`src/isa_pnp_pkg.sv`:
```
package isa_pnp_pkg;
    // Number of default words read from the EEPROM after reset
    localparam int NUM_WORDS = 14;
    // Word indices of the default image
    localparam logic [3:0] MEM_BASE_WORD0 = 4'h0;
    localparam logic [3:0] MEM_UPPER_WORD0 = 4'h2;
    localparam logic [3:0] IO_BASE_WORD0 = 4'h4;
    localparam logic [3:0] SIZE_WORD = 4'h9;
    localparam logic [3:0] IRQ_WORD = 4'ha;
    localparam logic [3:0] DMA_CHAN_WORD = 4'hb;
    localparam logic [3:0] CTRL_WORD = 4'hc;
    localparam logic [3:0] DMA_MAP_WORD = 4'hd;
    // Field positions: top bit of device 0, step between devices
    localparam int SIZE_TOP = 15;
    localparam int SIZE_STEP = 3;
    localparam int IRQ_TOP = 15;
    localparam int IRQ_STEP = 4;
    localparam int DMA_CHAN_TOP = 11;
    localparam int DMA_CHAN_STEP = 3;
    localparam int ACTIVE_TOP = 15;
    localparam int XCVR_ENABLE_0_LSB = 8;
    localparam int MODE_BIT = 4;
    localparam int DMA_MAP_STEP = 3;
    // Transceiver enable codes in mode 0
    localparam logic [2:0] OEN_LD0 = 3'h0;
    localparam logic [2:0] OEN_LD1 = 3'h1;
    localparam logic [2:0] OEN_EITHER = 3'h2;
    // ISA interrupt levels of the eleven outputs, lowest index first
    localparam logic [43:0] IRQ_LEVEL_LIST = 44'hfecba976543;
    // Reset values
    localparam logic [7:0] CSN_RESET = 8'h00;
    localparam logic [15:0] WORD_RESET = 16'h0000;
    // EEPROM read: start bit plus read opcode, then 8 address bits
    localparam logic [2:0] READ_OPCODE = 3'h6;
    localparam logic [4:0] CMD_BITS = 5'h0b;
    // A read returns a dummy zero ahead of the 16 data bits
    localparam logic [4:0] READ_BITS = 5'h11;
    // Cycles between winning the EEPROM and driving it
    localparam logic [4:0] SETTLE_CYCLES = 5'h02;
    // Card plug-and-play state
    typedef enum logic {PNP_LOADING, PNP_WAIT_KEY} pnp_state_t;
    // EEPROM sequencer state
    typedef enum logic [2:0] {EE_CLAIM, EE_SETTLE, EE_CMD, EE_READ, EE_GAP, EE_DONE} ee_state_t;
endpackage : isa_pnp_pkg

```
`src/io_match.sv`:
```
`timescale 1ns/1ps
// Compares an I/O address with a base, ignoring bits below the block size
module io_match (
    input wire logic [15:0] addr,
    input wire logic [15:0] base,
    input wire logic [2:0] sizeCode,
    output logic hit
);
    // Mask of decoded bits; codes above 64 bytes are held at 64 bytes
    logic [15:0] mask;

    // Mask build and compare
    always_comb begin
        mask = 16'hffff << ((sizeCode == 3'h7) ? 3'h6 : sizeCode);
        hit = ((addr ^ base) & mask) == 16'h0000;
    end
endmodule : io_match

```
`src/ee_loader.sv`:
```
`timescale 1ns/1ps
// Reads the default words from the serial EEPROM after reset
module ee_loader (
    input wire logic clk,
    input wire logic rst,
    input wire logic boardEepromClaim,
    input wire logic eeDataIn,
    output logic eeClock,
    output logic eeChipSelect,
    output logic eeDataOut,
    output logic eeCtrlOeN,
    output logic eeDataOeN,
    output logic wordValid,
    output logic [3:0] wordIndex,
    output logic [15:0] wordData,
    output logic loadDone
);
    // All state of the sequencer
    typedef struct packed {
        isa_pnp_pkg::ee_state_t state;
        logic [4:0] cnt;
        logic phase;
        logic [3:0] addr;
        logic [16:0] shift;
        logic sclk;
        logic cs;
        logic ctrlOeN;
        logic dataOeN;
        logic valid;
        logic [15:0] word;
        logic done;
    } ee_t;

    ee_t q;
    ee_t d;

    // Next state of the sequencer
    always_comb begin
        d = q;
        d.valid = 1'b0;
        case (q.state)
            // Wait for on-board logic to let go of the EEPROM
            isa_pnp_pkg::EE_CLAIM: begin
                if (!boardEepromClaim) begin
                    d.state = isa_pnp_pkg::EE_SETTLE;
                    d.cnt = 5'h00;
                end
            end
            // Take the pins with clock and select low
            isa_pnp_pkg::EE_SETTLE: begin
                d.ctrlOeN = 1'b0;
                d.dataOeN = 1'b0;
                d.cnt = q.cnt + 5'h01;
                if (q.cnt == isa_pnp_pkg::SETTLE_CYCLES - 5'h01) begin
                    d.state = isa_pnp_pkg::EE_CMD;
                    d.cnt = 5'h00;
                    d.shift = {isa_pnp_pkg::READ_OPCODE, 4'h0, q.addr, 6'h00};
                end
            end
            // Opcode out
            // Select leads the first clock by a cycle; data moves with clock low
            isa_pnp_pkg::EE_CMD: begin
                d.cs = 1'b1;
                d.phase = q.cs && !q.phase;
                d.sclk = q.cs && !q.phase;
                if (q.phase) begin
                    d.shift = {q.shift[15:0], 1'b0};
                    d.cnt = q.cnt + 5'h01;
                    if (q.cnt == isa_pnp_pkg::CMD_BITS - 5'h01) begin
                        d.state = isa_pnp_pkg::EE_READ;
                        d.cnt = 5'h00;
                        d.dataOeN = 1'b1;
                    end
                end
            end
            // Read sampling
            // Sample on each falling clock, keep the last 16 bits
            isa_pnp_pkg::EE_READ: begin
                d.phase = !q.phase;
                d.sclk = !q.phase;
                if (q.phase) begin
                    d.shift = {q.shift[15:0], eeDataIn};
                    d.cnt = q.cnt + 5'h01;
                    if (q.cnt == isa_pnp_pkg::READ_BITS - 5'h01) begin
                        d.state = isa_pnp_pkg::EE_GAP;
                        d.valid = 1'b1;
                        d.word = {q.shift[14:0], eeDataIn};
                    end
                end
            end
            // Frame end
            // Drop select between words, stop after the last one
            isa_pnp_pkg::EE_GAP: begin
                d.cs = 1'b0;
                d.sclk = 1'b0;
                d.phase = 1'b0;
                d.cnt = 5'h00;
                if (q.addr == 4'(isa_pnp_pkg::NUM_WORDS - 1)) begin
                    d.state = isa_pnp_pkg::EE_DONE;
                end else begin
                    d.addr = q.addr + 4'h1;
                    d.state = isa_pnp_pkg::EE_CMD;
                    d.dataOeN = 1'b0;
                    d.shift = {isa_pnp_pkg::READ_OPCODE, 4'h0, q.addr + 4'h1, 6'h00};
                end
            end
            // Release pins
            isa_pnp_pkg::EE_DONE: begin
                d.ctrlOeN = 1'b1;
                d.dataOeN = 1'b1;
                d.done = 1'b1;
            end
            default: begin
                d.state = isa_pnp_pkg::EE_CLAIM;
            end
        endcase
    end

    // State register; reset restarts the whole load
    always_ff @(posedge clk) begin
        if (rst) begin
            q <= '{state: isa_pnp_pkg::EE_CLAIM, ctrlOeN: 1'b1, dataOeN: 1'b1, default: '0};
        end else begin
            q <= d;
        end
    end

    assign eeClock = q.sclk;
    assign eeChipSelect = q.cs;
    assign eeDataOut = q.shift[16];
    assign eeCtrlOeN = q.ctrlOeN;
    assign eeDataOeN = q.dataOeN;
    assign wordValid = q.valid;
    assign wordIndex = q.addr;
    assign wordData = q.word;
    assign loadDone = q.done;
endmodule : ee_loader

```
`src/isa_pnp_card_resource_router.sv`:
```
`timescale 1ns/1ps
// Behaviour
// DMA request pins follow loaded channel mapping
// Clock comes from ISA oscillator, 10-22 MHz
// Device DMA wants reach configured ISA request
// Device grant follows its channel's ISA acknowledge
// Device interrupts reach their selected ISA line
// Eleven ISA interrupt outputs, IRQ3 to IRQ15
// Sixteen-bit I/O compare masked by block size
// Mode 0 decodes 24-bit memory selects
// Mode 1 memory pins become I/O selects
// Transceiver enable on reads to chosen devices
// Busy output high while configuring
// Board logic watches busy before EEPROM use
// Reset clears registers, enters wait-for-key; the code enters loading first and wait-for-key once the load ends
// Reset reloads defaults, card number zero
// EEPROM clock driven, released when idle
// EEPROM select frames each access
// Shared data line: drive command, sample data
// Board holds claim during its EEPROM access
// Address enable blocks every I/O select
// Mode chosen from loaded mode bit
// After loading, release EEPROM pins, drop busy
// Board waits two cycles after busy drops
// I/O select needs active device and strobe

module isa_pnp_card_resource_router (
    input wire logic clk,
    input wire logic rst,
    input wire logic [23:0] isaAddr,
    input wire logic addrEnable,
    input wire logic ioReadN,
    input wire logic ioWriteN,
    input wire logic [2:0] isaDmaAckN,
    input wire logic deviceDmaWant0,
    input wire logic deviceDmaWant1,
    input wire logic deviceIrqIn0,
    input wire logic deviceIrqIn1,
    input wire logic boardEepromClaim,
    input wire logic eepromSerialDataIn,
    output logic isaDmaRequestOut0,
    output logic isaDmaRequestOut1,
    output logic isaDmaRequestOut2,
    output logic deviceDmaGrant0,
    output logic deviceDmaGrant1,
    output logic [10:0] isaIrq,
    output logic ioSelect0,
    output logic ioSelect1,
    output logic memSelect0,
    output logic memSelect1,
    output logic xcvrEnable0,
    output logic configBusyOut,
    output logic [7:0] cardSelectNumber,
    output logic eepromClock,
    output logic eepromClockOeN,
    output logic eepromChipSelect,
    output logic eepromChipSelectOeN,
    output logic eepromSerialDataOut,
    output logic eepromSerialDataOeN
);
    // All registered state of the router
    typedef struct packed {
        logic [isa_pnp_pkg::NUM_WORDS-1:0][15:0] words;
        isa_pnp_pkg::pnp_state_t pnp;
        logic [7:0] card_select_number;
        logic [10:0] irq;
        logic [2:0] dmaReq;
        logic [1:0] grant;
        logic [1:0] ioSel;
        logic [1:0] memSel;
        logic xcvr;
        logic busy;
    } router_t;

    router_t q;
    router_t d;

    // Loader results
    logic wordValid;
    logic [3:0] wordIndex;
    logic [15:0] wordData;
    logic loadDone;
    logic eeCtrlOeN;

    // Decoded default fields
    logic mode;
    logic [3:0] active;
    logic [3:0] ioHit;
    logic [1:0] memHit;
    logic [1:0][3:0] irqLevel;
    logic [1:0][2:0] dmaChan;
    logic [2:0][2:0] dmaMap;
    logic [2:0] oenCode;

    logic [10:0] irqHit;
    logic [2:0] dmaHit;
    logic [1:0] grantHit;
    logic ioStrobe;

    // Clock and select drive
    // Select framing
    ee_loader u_ee (
        .clk(clk),
        .rst(rst),
        .boardEepromClaim(boardEepromClaim),
        .eeDataIn(eepromSerialDataIn),
        .eeClock(eepromClock),
        .eeChipSelect(eepromChipSelect),
        .eeDataOut(eepromSerialDataOut),
        .eeCtrlOeN(eeCtrlOeN),
        .eeDataOeN(eepromSerialDataOeN),
        .wordValid(wordValid),
        .wordIndex(wordIndex),
        .wordData(wordData),
        .loadDone(loadDone)
    );

    // Clock and select share one enable; both are pulled down when free
    assign eepromClockOeN = eeCtrlOeN;
    assign eepromChipSelectOeN = eeCtrlOeN;

    // Mode bit
    assign mode = q.words[isa_pnp_pkg::CTRL_WORD][isa_pnp_pkg::MODE_BIT];
    assign oenCode = q.words[isa_pnp_pkg::CTRL_WORD][isa_pnp_pkg::XCVR_ENABLE_0_LSB +: 3];

    // I/O strobes are active low on the ISA side
    assign ioStrobe = !ioReadN || !ioWriteN;

    // Per-device fields and I/O address compare
    for (genvar n = 0; n < 4; n++) begin : g_dev
        assign active[n] = q.words[isa_pnp_pkg::CTRL_WORD][isa_pnp_pkg::ACTIVE_TOP - n];

        // Masked compare
        io_match u_match (
            .addr(isaAddr[15:0]),
            .base(q.words[isa_pnp_pkg::IO_BASE_WORD0 + 4'(n)]),
            .sizeCode(q.words[isa_pnp_pkg::SIZE_WORD][isa_pnp_pkg::SIZE_TOP
                - isa_pnp_pkg::SIZE_STEP * n -: 3]),
            .hit(ioHit[n])
        );
    end

    // Fields and memory windows of devices 0 and 1
    for (genvar n = 0; n < 2; n++) begin : g_ld
        assign irqLevel[n] = q.words[isa_pnp_pkg::IRQ_WORD][isa_pnp_pkg::IRQ_TOP
            - isa_pnp_pkg::IRQ_STEP * n -: 4];
        assign dmaChan[n] = q.words[isa_pnp_pkg::DMA_CHAN_WORD][isa_pnp_pkg::DMA_CHAN_TOP
            - isa_pnp_pkg::DMA_CHAN_STEP * n -: 3];

        // Memory window
        assign memHit[n] = (isaAddr[23:8] >= q.words[isa_pnp_pkg::MEM_BASE_WORD0 + 4'(n)])
            && (isaAddr[23:8] <= q.words[isa_pnp_pkg::MEM_UPPER_WORD0 + 4'(n)]);

        // Grant from acknowledge
        assign grantHit[n] = (dmaMap[0] == dmaChan[n] && !isaDmaAckN[0])
            || (dmaMap[1] == dmaChan[n] && !isaDmaAckN[1])
            || (dmaMap[2] == dmaChan[n] && !isaDmaAckN[2]);
    end

    // Channel mapping
    // Request forwarding
    for (genvar k = 0; k < 3; k++) begin : g_dma
        assign dmaMap[k] = q.words[isa_pnp_pkg::DMA_MAP_WORD][isa_pnp_pkg::DMA_MAP_STEP * k +: 3];

        assign dmaHit[k] = (active[0] && deviceDmaWant0 && dmaChan[0] == dmaMap[k])
            || (active[1] && deviceDmaWant1 && dmaChan[1] == dmaMap[k]);
    end

    // Interrupt routing
    // Eleven lines
    for (genvar k = 0; k < 11; k++) begin : g_irq
        // Level of this line
        localparam logic [3:0] LEVEL = isa_pnp_pkg::IRQ_LEVEL_LIST[4*k +: 4];
        assign irqHit[k] = (active[0] && deviceIrqIn0 && irqLevel[0] == LEVEL)
            || (active[1] && deviceIrqIn1 && irqLevel[1] == LEVEL);
    end

    // Next state: defaults capture, load sequence and registered outputs
    always_comb begin
        d = q;

        // Capture each default word as it arrives
        if (wordValid) begin
            d.words[wordIndex] = wordData;
        end

        // Leave loading when the loader finishes
        if (q.pnp == isa_pnp_pkg::PNP_LOADING && loadDone) begin
            d.pnp = isa_pnp_pkg::PNP_WAIT_KEY;
        end

        // Busy while loading
        d.busy = (d.pnp == isa_pnp_pkg::PNP_LOADING);
        d.irq = irqHit;
        d.dmaReq = dmaHit;
        d.grant = grantHit;

        // Address enable blocks
        // Active and strobed
        d.ioSel = (ioStrobe && !addrEnable) ? (active[1:0] & ioHit[1:0]) : 2'b00;
        if (mode) begin
            // Pins carry devices 3 and 2
            d.memSel[0] = ioStrobe && !addrEnable && active[3] && ioHit[3];
            d.memSel[1] = ioStrobe && !addrEnable && active[2] && ioHit[2];
        end else begin
            // Memory selects in mode 0
            d.memSel = active[1:0] & memHit;
        end

        // Transceiver enable on reads
        d.xcvr = 1'b0;
        if (!ioReadN && !addrEnable) begin
            if (mode) begin
                d.xcvr = (oenCode < 3'h4) ? (active[oenCode[1:0]] && ioHit[oenCode[1:0]])
                    : (oenCode == 3'h4);
            end else begin
                case (oenCode)
                    isa_pnp_pkg::OEN_LD0: d.xcvr = d.ioSel[0];
                    isa_pnp_pkg::OEN_LD1: d.xcvr = d.ioSel[1];
                    isa_pnp_pkg::OEN_EITHER: d.xcvr = |d.ioSel;
                    default: d.xcvr = 1'b0;
                endcase
            end
        end
    end

    // Reset clears state
    // Reload and card number zero
    always_ff @(posedge clk) begin
        if (rst) begin
            q <= '{words: '{default: isa_pnp_pkg::WORD_RESET},
                pnp: isa_pnp_pkg::PNP_LOADING, card_select_number: isa_pnp_pkg::CSN_RESET,
                busy: 1'b1, default: '0};
        end else begin
            q <= d;
        end
    end

    // Outputs straight from flops
    assign isaDmaRequestOut0 = q.dmaReq[0];
    assign isaDmaRequestOut1 = q.dmaReq[1];
    assign isaDmaRequestOut2 = q.dmaReq[2];

    assign deviceDmaGrant0 = q.grant[0];
    assign deviceDmaGrant1 = q.grant[1];

    assign isaIrq = q.irq;

    assign ioSelect0 = q.ioSel[0];
    assign ioSelect1 = q.ioSel[1];
    assign memSelect0 = q.memSel[0];
    assign memSelect1 = q.memSel[1];

    assign xcvrEnable0 = q.xcvr;
    assign configBusyOut = q.busy;
    assign cardSelectNumber = q.card_select_number;

    // Check address enable
    a_aen_blocks_io: assert property (@(posedge clk) disable iff (rst)
        addrEnable |=> !ioSelect0 && !ioSelect1 && !(mode && (memSelect0 || memSelect1)))
        else $error("I/O select during address enable");

    // Check strobe needed
    a_io_needs_strobe: assert property (@(posedge clk) disable iff (rst)
        ioReadN && ioWriteN |=> !ioSelect0 && !ioSelect1)
        else $error("I/O select without strobe");

    // Check reset state
    a_reset_busy_csn: assert property (@(posedge clk)
        rst |=> configBusyOut && cardSelectNumber == isa_pnp_pkg::CSN_RESET
            && !ioSelect0 && !isaDmaRequestOut0)
        else $error("Reset state wrong");

    // Check pins released
    a_idle_releases: assert property (@(posedge clk) disable iff (rst)
        !configBusyOut |-> eepromClockOeN && eepromChipSelectOeN && eepromSerialDataOeN)
        else $error("EEPROM pins driven after configuration");

    // Check busy tracks loading
    a_busy_drops_once: assert property (@(posedge clk) disable iff (rst)
        $fell(configBusyOut) |-> $past(loadDone) ##1 !configBusyOut [*3])
        else $error("Busy dropped without load or rose again");

    // Check interrupt route
    a_irq_route: assert property (@(posedge clk) disable iff (rst)
        (active[0] && deviceIrqIn0 && irqLevel[0] == 4'h5) |=> isaIrq[2])
        else $error("Interrupt of device 0 not on its line");

    // Check request route
    a_dma_route: assert property (@(posedge clk) disable iff (rst)
        (active[0] && deviceDmaWant0 && dmaChan[0] == dmaMap[1]) |=> isaDmaRequestOut1)
        else $error("DMA request of device 0 not forwarded");

    // Check grant route
    a_dma_grant: assert property (@(posedge clk) disable iff (rst)
        (dmaMap[0] == dmaChan[1] && !isaDmaAckN[0]) |=> deviceDmaGrant1)
        else $error("DMA grant of device 1 missing");

    // Check enable follows read select
    a_xcvr_on_read: assert property (@(posedge clk) disable iff (rst)
        (ioSelect0 && !$past(ioReadN) && !mode && oenCode == isa_pnp_pkg::OEN_EITHER)
            |-> xcvrEnable0)
        else $error("Transceiver enable missing on read");
endmodule : isa_pnp_card_resource_router

```
`config.mk`:
```
export PLATFORM = sky130hd
export DESIGN_NAME = isa_pnp_card_resource_router
export DESIGN_NICKNAME = d
export VERILOG_FILES = /design/src/isa_pnp_pkg.sv /design/src/io_match.sv /design/src/ee_loader.sv /design/src/isa_pnp_card_resource_router.sv
export SDC_FILE = /design/constraint.sdc
export NUM_CORES = 1
export LEC_CHECK = 0
export BUFFER_PORTS_ARGS = -buffer_cell sky130_fd_sc_hd__buf_2
export CAP_MARGIN = 25
export CORE_MARGIN = 3
export CORE_UTILIZATION = 40
export DETAILED_ROUTE_END_ITERATION = 16
export PLACE_DENSITY = 0.61
export SYNTH_ARGS = -nofsm -noshare
export SYNTH_HDL_FRONTEND = slang
export SYNTH_HIERARCHICAL = 1
export SYNTH_SLANG_ARGS = --single-unit
```
`constraint.sdc`:
```
create_clock -name clk -period 5.8 [get_ports clk]
set_clock_uncertainty 0.2 [all_clocks]
set_input_delay 0.58 -clock clk [delete_from_list [all_inputs] [get_ports clk]]
set_output_delay 0.58 -clock clk [all_outputs]
set_load 0.01 [all_outputs]
```
---- After elaboration in Yosys (flattened, before gate mapping) ----
Cells that the tools add are included.
word-level totals
  flip-flop bits (word level) ............. 298
  word-level logic and storage cells ...... 257
  input bits .............................. 38
  output and inout port bits .............. 36
operators by class
  shifts and indexed selects .............. 4
  reductions and logical operators ........ 97
  bitwise operators ....................... 17
  multiplexer cells ....................... 39
  $lt $le $gt $ge ......................... 8
  $add $sub $neg .......................... 2
  equal/unequal tests ..................... 57
operators with widths
  operator                 count
  $bwmux W224              1
  $mux W17                 5
  $pmux W17 S4             1
  $and A16 B16 Y16         4
  $demux W16 S4            1
  $logic_not A16 Y1        4
  $shl A16 B3 Y16 const A  4
  $xor A16 B16 Y16         4
  $eq A4 B4 Y1 const B     13
  $logic_and A1 B1 Y1      50
  $mux W8                  5
  $eq A3 B3 Y1             12
  $eq A4 B3 Y1 const B     8
  $ge A16 B16 Y1           2
  $le A16 B16 Y1           2
  $pmux W5 S5              1
  $eq A3 B3 Y1 const B     7
  $logic_or A1 B1 Y1       19
  $mux W3                  6
  $pmux W3 S6              1
  $mux W16                 1
  $ne A2 B1 Y1 const B     5
  $eq A3 B2 Y1 const B     3
  $eq A4 B2 Y1 const B     2
  other kinds (32)         63

---- Longest topological paths before layout ----
  depth after elaboration ................. 10
  depth in mapped cells ................... 9
  gate-level depth less buffers ........... 8

---- Modules after synthesis ----
The synthesis kept the hierarchy.
modules (own cells, without submodules)
  module                        seq. area each (um2)  times used  area an instance (um2)  cells each
  isa_pnp_card_resource_router  3,883.7               1           8,959.8                 1,120
  ee_loader                     1,021.0               1           2,596.2                 317
  io_match                      0.0                   4           210.2                   27

---- Worst setup path after synthesis ----
Ideal clock, no wire load.
  path kind ............................... input port to flip-flop
  start point ............................. input port isaAddr[2]
  end point ............................... register q (netlist bit xcvrEnable0)
  library setup time ...................... 0.086 ns
  setup slack ............................. 3.515 ns
  data arrival time ....................... 1.999 ns
  path buffers ............................ 0
  data required time ...................... 5.514 ns
  stages .................................. 8
  path through ............................ xnor2_1 > a211oi_1 > or4_1 > a211oi_2 > nand2_1 > a22oi_1 > o22ai_1 > a211oi_1
between the ends
  word-level cells in the longest chain between the ends .. 8
  elaborated cells between the ends (all ways) .. 21
  classes of those cells .................. 6 x mux; 9 x bitwise; 6 x reduce/logical
ends and longest elaborated chain
  element                                                  line                                                                      source
  start: declaration                                       isa_pnp_card_resource_router.sv:30                                        input wire logic [23:0] isaAddr,
  $xor A16 B16 Y16 (*)                                     io_match.sv:15                                                            hit = ((addr ^ base) & mask) == 16'h0000;
  $and A16 B16 Y16 (*)                                     io_match.sv:15
  $logic_not A16 Y1 (*)                                    io_match.sv:15
  net ioHit[1]                                             isa_pnp_card_resource_router.sv:88                                        logic [3:0] ioHit;
  $and A2 B2 Y2 or $bmux W1 S2 (tied branches)             isa_pnp_card_resource_router.sv:200, isa_pnp_card_resource_router.sv:214
  $mux W2 or $mux W1 (tied branches)                       isa_pnp_card_resource_router.sv:200, isa_pnp_card_resource_router.sv:214
  $reduce_or A2 Y1 or $logic_and A1 B1 Y1 (tied branches)  isa_pnp_card_resource_router.sv:220, isa_pnp_card_resource_router.sv:214
  $pmux W1 S3 or $mux W1 (tied branches)                   isa_pnp_card_resource_router.sv:217, isa_pnp_card_resource_router.sv:214
  $mux W1 (*)                                              isa_pnp_card_resource_router.sv:213                                       if (mode) begin
  end signal: assignment                                   isa_pnp_card_resource_router.sv:231                                       q <= '{words: '{default: isa_pnp_pkg::WORD_RESET},
  end: declaration                                         isa_pnp_card_resource_router.sv:75                                        router_t q;
The timed path passes the listed nets; every way through them passes the cells marked *. The select of a mux whose other input is x is not followed.
A chain may end at the register's enable or synchronous reset.

---- Worst setup path after layout ----
  start point ............................. register u_ee/q[50] in the netlist's numbering
  end point ............................... register u_ee.q (netlist bit u_ee/wordData[3])
between the ends
  word-level cells in the longest chain between the ends .. 2
ends and longest elaborated chain
  element                             line              source
  start: declaration                  ee_loader.sv:34   ee_t q;
  start signal: assignment            ee_loader.sv:122  q <= '{state: isa_pnp_pkg::EE_CLAIM, ctrlOeN: 1'b1, dataOeN: 1'b1, default: '0};
  start signal: assignment            ee_loader.sv:124  q <= d;
  $eq A3 B2 Y1                        ee_loader.sv:41   case (q.state)
  $reduce_and A3 Y1 (no source line)  --
No other way between the ends.

==> flow_summary.ini <==
[cts]
cts_buffers = 27
cts_resized = 0
cts_root_buf = clkbuf_16
worstSkewPairLatency_ns = 0.54
cts_sinks = 245
cts_max_path_buffers = 3
htreeDepth = 1
cts_tree = built
path_clk_slew_ns = 0.06
post_cts_buffers = 0
cts_hold_buf = 0

[timing]
fin_ws_ns = 2.558
rsz0062_at_grt = false
slew_headroom = 0.3099
finalHoldViolations = 0
fin_crit_ns = 3.242
setup_viol = 0
finalCritPeriodShare = 0.5589
setup_tns_ns = 0
fmax_mhz = 308.5
whs_ns = 0.1502
tightest_slew_ns = 1.035
slew_violations = 0

[die]
die_w_um = 182.0
core_region_area_mm2 = 0.03011
start_util = 0.4117
dieArea_mm2 = 0.03314
io_pins = 74
dieHeight_um = 182.0
row_count = 63

[final_layout]
layout-drive-gt1-share = 0.09339
design_area_mm2 = 0.01353
layout.nets = 1630
diodes = 0
multiInputGateArea_mm2 = 0.006574
seqCellArea_mm2 = 0.004905
utilization = 0.4495
area_growth_pct = 9.174
fill_cells = 3030

[synth]
async_flop_share = 0
synth.distinct_cells = 71
ys_ff_latch = 245
ys_warn_count = 6
synth-edff-count = 0
synth_top_cell_area_share = 0.3956
yosysTopAreaCell = dfxtp_1
synth.area.top_cells = dfxtp_1 40%, nand2_1 10%, a21oi_1 8.3%, ha_1 7.1%, xnor2_1 4.2%
ys_top_cells_by_count = 333 x nand2_1, 245 x dfxtp_1, 205 x a21oi_1
ys.flop_type = dfxtp_1
syn_area_mm2 = 0.01240
synth_cells = 1545
synth_most_common_cell = nand2_1
ys_seq_area_frac = 0.3956
syn_area_per_cell_um2 = 8.024

[route]
dr.pass1.iters = 5
via_per_inst = 5.315
dr_wl_met2_um = 15840
routed_wl_um = 33400
wl_met1_um = 15150
drc = 0
maxUsedRoutingLayer = met4
wl_per_cell_um = 17.29
met3RoutedLength_um = 1533
drt_iter0_drc = 769
ant_nets = 0
vias = 10269

[placed_design]
dpl.hpwl_um = 22350
port-buffer-count = 65
routabilityCongestion = 0.8738
preCtsSetupSlack_ns = 2.556
placed_cell_area_mm2 = 0.01262

[critical_path]
rrSetupSlack_ns = 2.56
crit_fanout = 29
cp_slowest_cell = dfxtp_1
cp_cell_sequence = nor2b_1, nand4_1, nand2_1, a21oi_1
required_ns = 5.99
cp-end-kind = flop
path_class = flop to flop
worst_setup_path_start_kind = flop
critPathArrivalTime_ns = 3.44
cpPeakStageDelay_ns = 0.90

[global_routing]
grt_usage = 0.1969
gr-total-overflow = 0
antenna_found_initial = 0
grt_pass1_vias = 9762
grt_pass1_wl_um = 53090
grt_max_degree = 94

[power]
ir_drop_uv = 268.1
p_int_mw = 2.858
p_per_area_mw_per_mm2 = 279.8
leakagePower_nw = 4.672
p_comb_frac = 0.079
netSwitchingPower_mw = 0.9290
p_clk_frac = 0.462
pwr-share-seq = 0.458
p_sw_frac = 0.2453

[run_status]
status = complete, no violations

[flow_run]
drv_cap = 0

[min_path]
min_path_type = input pin to flop
## metrics by stage
step                power, mW  cells
global placement        2.066   1883
finish                  3.787   1932
global route            3.936   1932
detailed placement      2.071   1883
CTS                     3.827   1932
floorplan               1.984   1552
## cells by family after synthesis
group,share of synthesized area
mux,0.03714
simple gates,0.2084
xor+xnor,0.06147
buf+inv,0.07620
fa+ha+maj,0.07065
compound gates,0.1502
other cells,0.0003025
flops,0.3956
## path summary, 6_finish.rpt
check / startpoint / cells past startpoint / to
worst max-delay path: u_ee/q[50] / 4 / u_ee/wordData[3]
worst min-delay path: deviceDmaWant0 / 3 / isaDmaRequestOut2
worst max register to register: u_ee/q[50] / 4 / u_ee/wordData[3]
worst min register to register: q[37] / 2 / q[37]
## layout by cell type (no fill, tap or decap), types with 5 or more instances in the layout
| master | n |
|---|---|
| nand2_1 | 333 |
| dfxtp_1 | 245 |
| a21oi_1 | 205 |
| nor2_1 | 85 |
| inv_1 | 72 |
| ha_1 | 70 |
| buf_2 | 64 |
| xnor2_1 | 60 |
| mux2i_1 | 46 |
| nand3_1 | 43 |
| xor2_1 | 27 |
| clkbuf_16 | 27 |
| nand4_1 | 20 |
| o21ai_0 | 20 |
| nor3_1 | 17 |
| o211ai_1 | 16 |
| a211oi_1 | 13 |
| nand2b_1 | 12 |
| conb_1 | 8 |
| clkbuf_8 | 8 |
| nor2b_1 | 7 |
| nor4_1 | 7 |
| buf_4 | 7 |
| nor2_2 | 6 |
| or3_1 | 6 |
| or2_2 | 6 |
| a31oi_1 | 5 |
| and4_1 | 5 |
| a21o_1 | 5 |
| or4_1 | 5 |
| o21a_1 | 5 |
## routing by layer
metal  vias up  GRT usage
met3        61    0.02404
met1      4837     0.2665
met5         -          0
li1       5134          -
met4         0    0.05545
met2       237     0.3311
## worst max-delay path: cells and delay by family (launching register included)
kind / cells / cell delay (ns)
AO/OA/AOI/OAI: 1 / 0.09
flip-flops: 1 / 0.90
AND/OR/NAND/NOR: 3 / 1.90
## state kept, by name, indices dropped and copies added (netlist names), 3 cells and up
register        cells
q                 141
dmaChan             6
u_ee/wordIndex      4
active              4
irqLevel            8
oenCode             3
u_ee/q             24
dmaMap              9
isaIrq             11
u_ee/wordData      16
## power by group through the flow
stage / clock [mW] / sequential [mW] / combinational, mW
after floorplan: 0 / 1.75 / 0.232
after global placement: 0 / 1.77 / 0.294
after detailed placement: 0 / 1.77 / 0.299
after CTS: 1.79 / 1.74 / 0.300
after global routing: 1.86 / 1.74 / 0.334
final: 1.75 / 1.74 / 0.300
## area by class of cell
class / instances / area share
repair buffers: 72 / 0.02838
inverters: 72 / 0.01997
clock buffers: 39 / 0.05917
multi-input cells: 1104 / 0.4857
clock inverters: 10 / 0.008320
well taps: 390 / 0.03605
flip-flops and latches: 245 / 0.3624
Power figures use the tool's default switching activity.
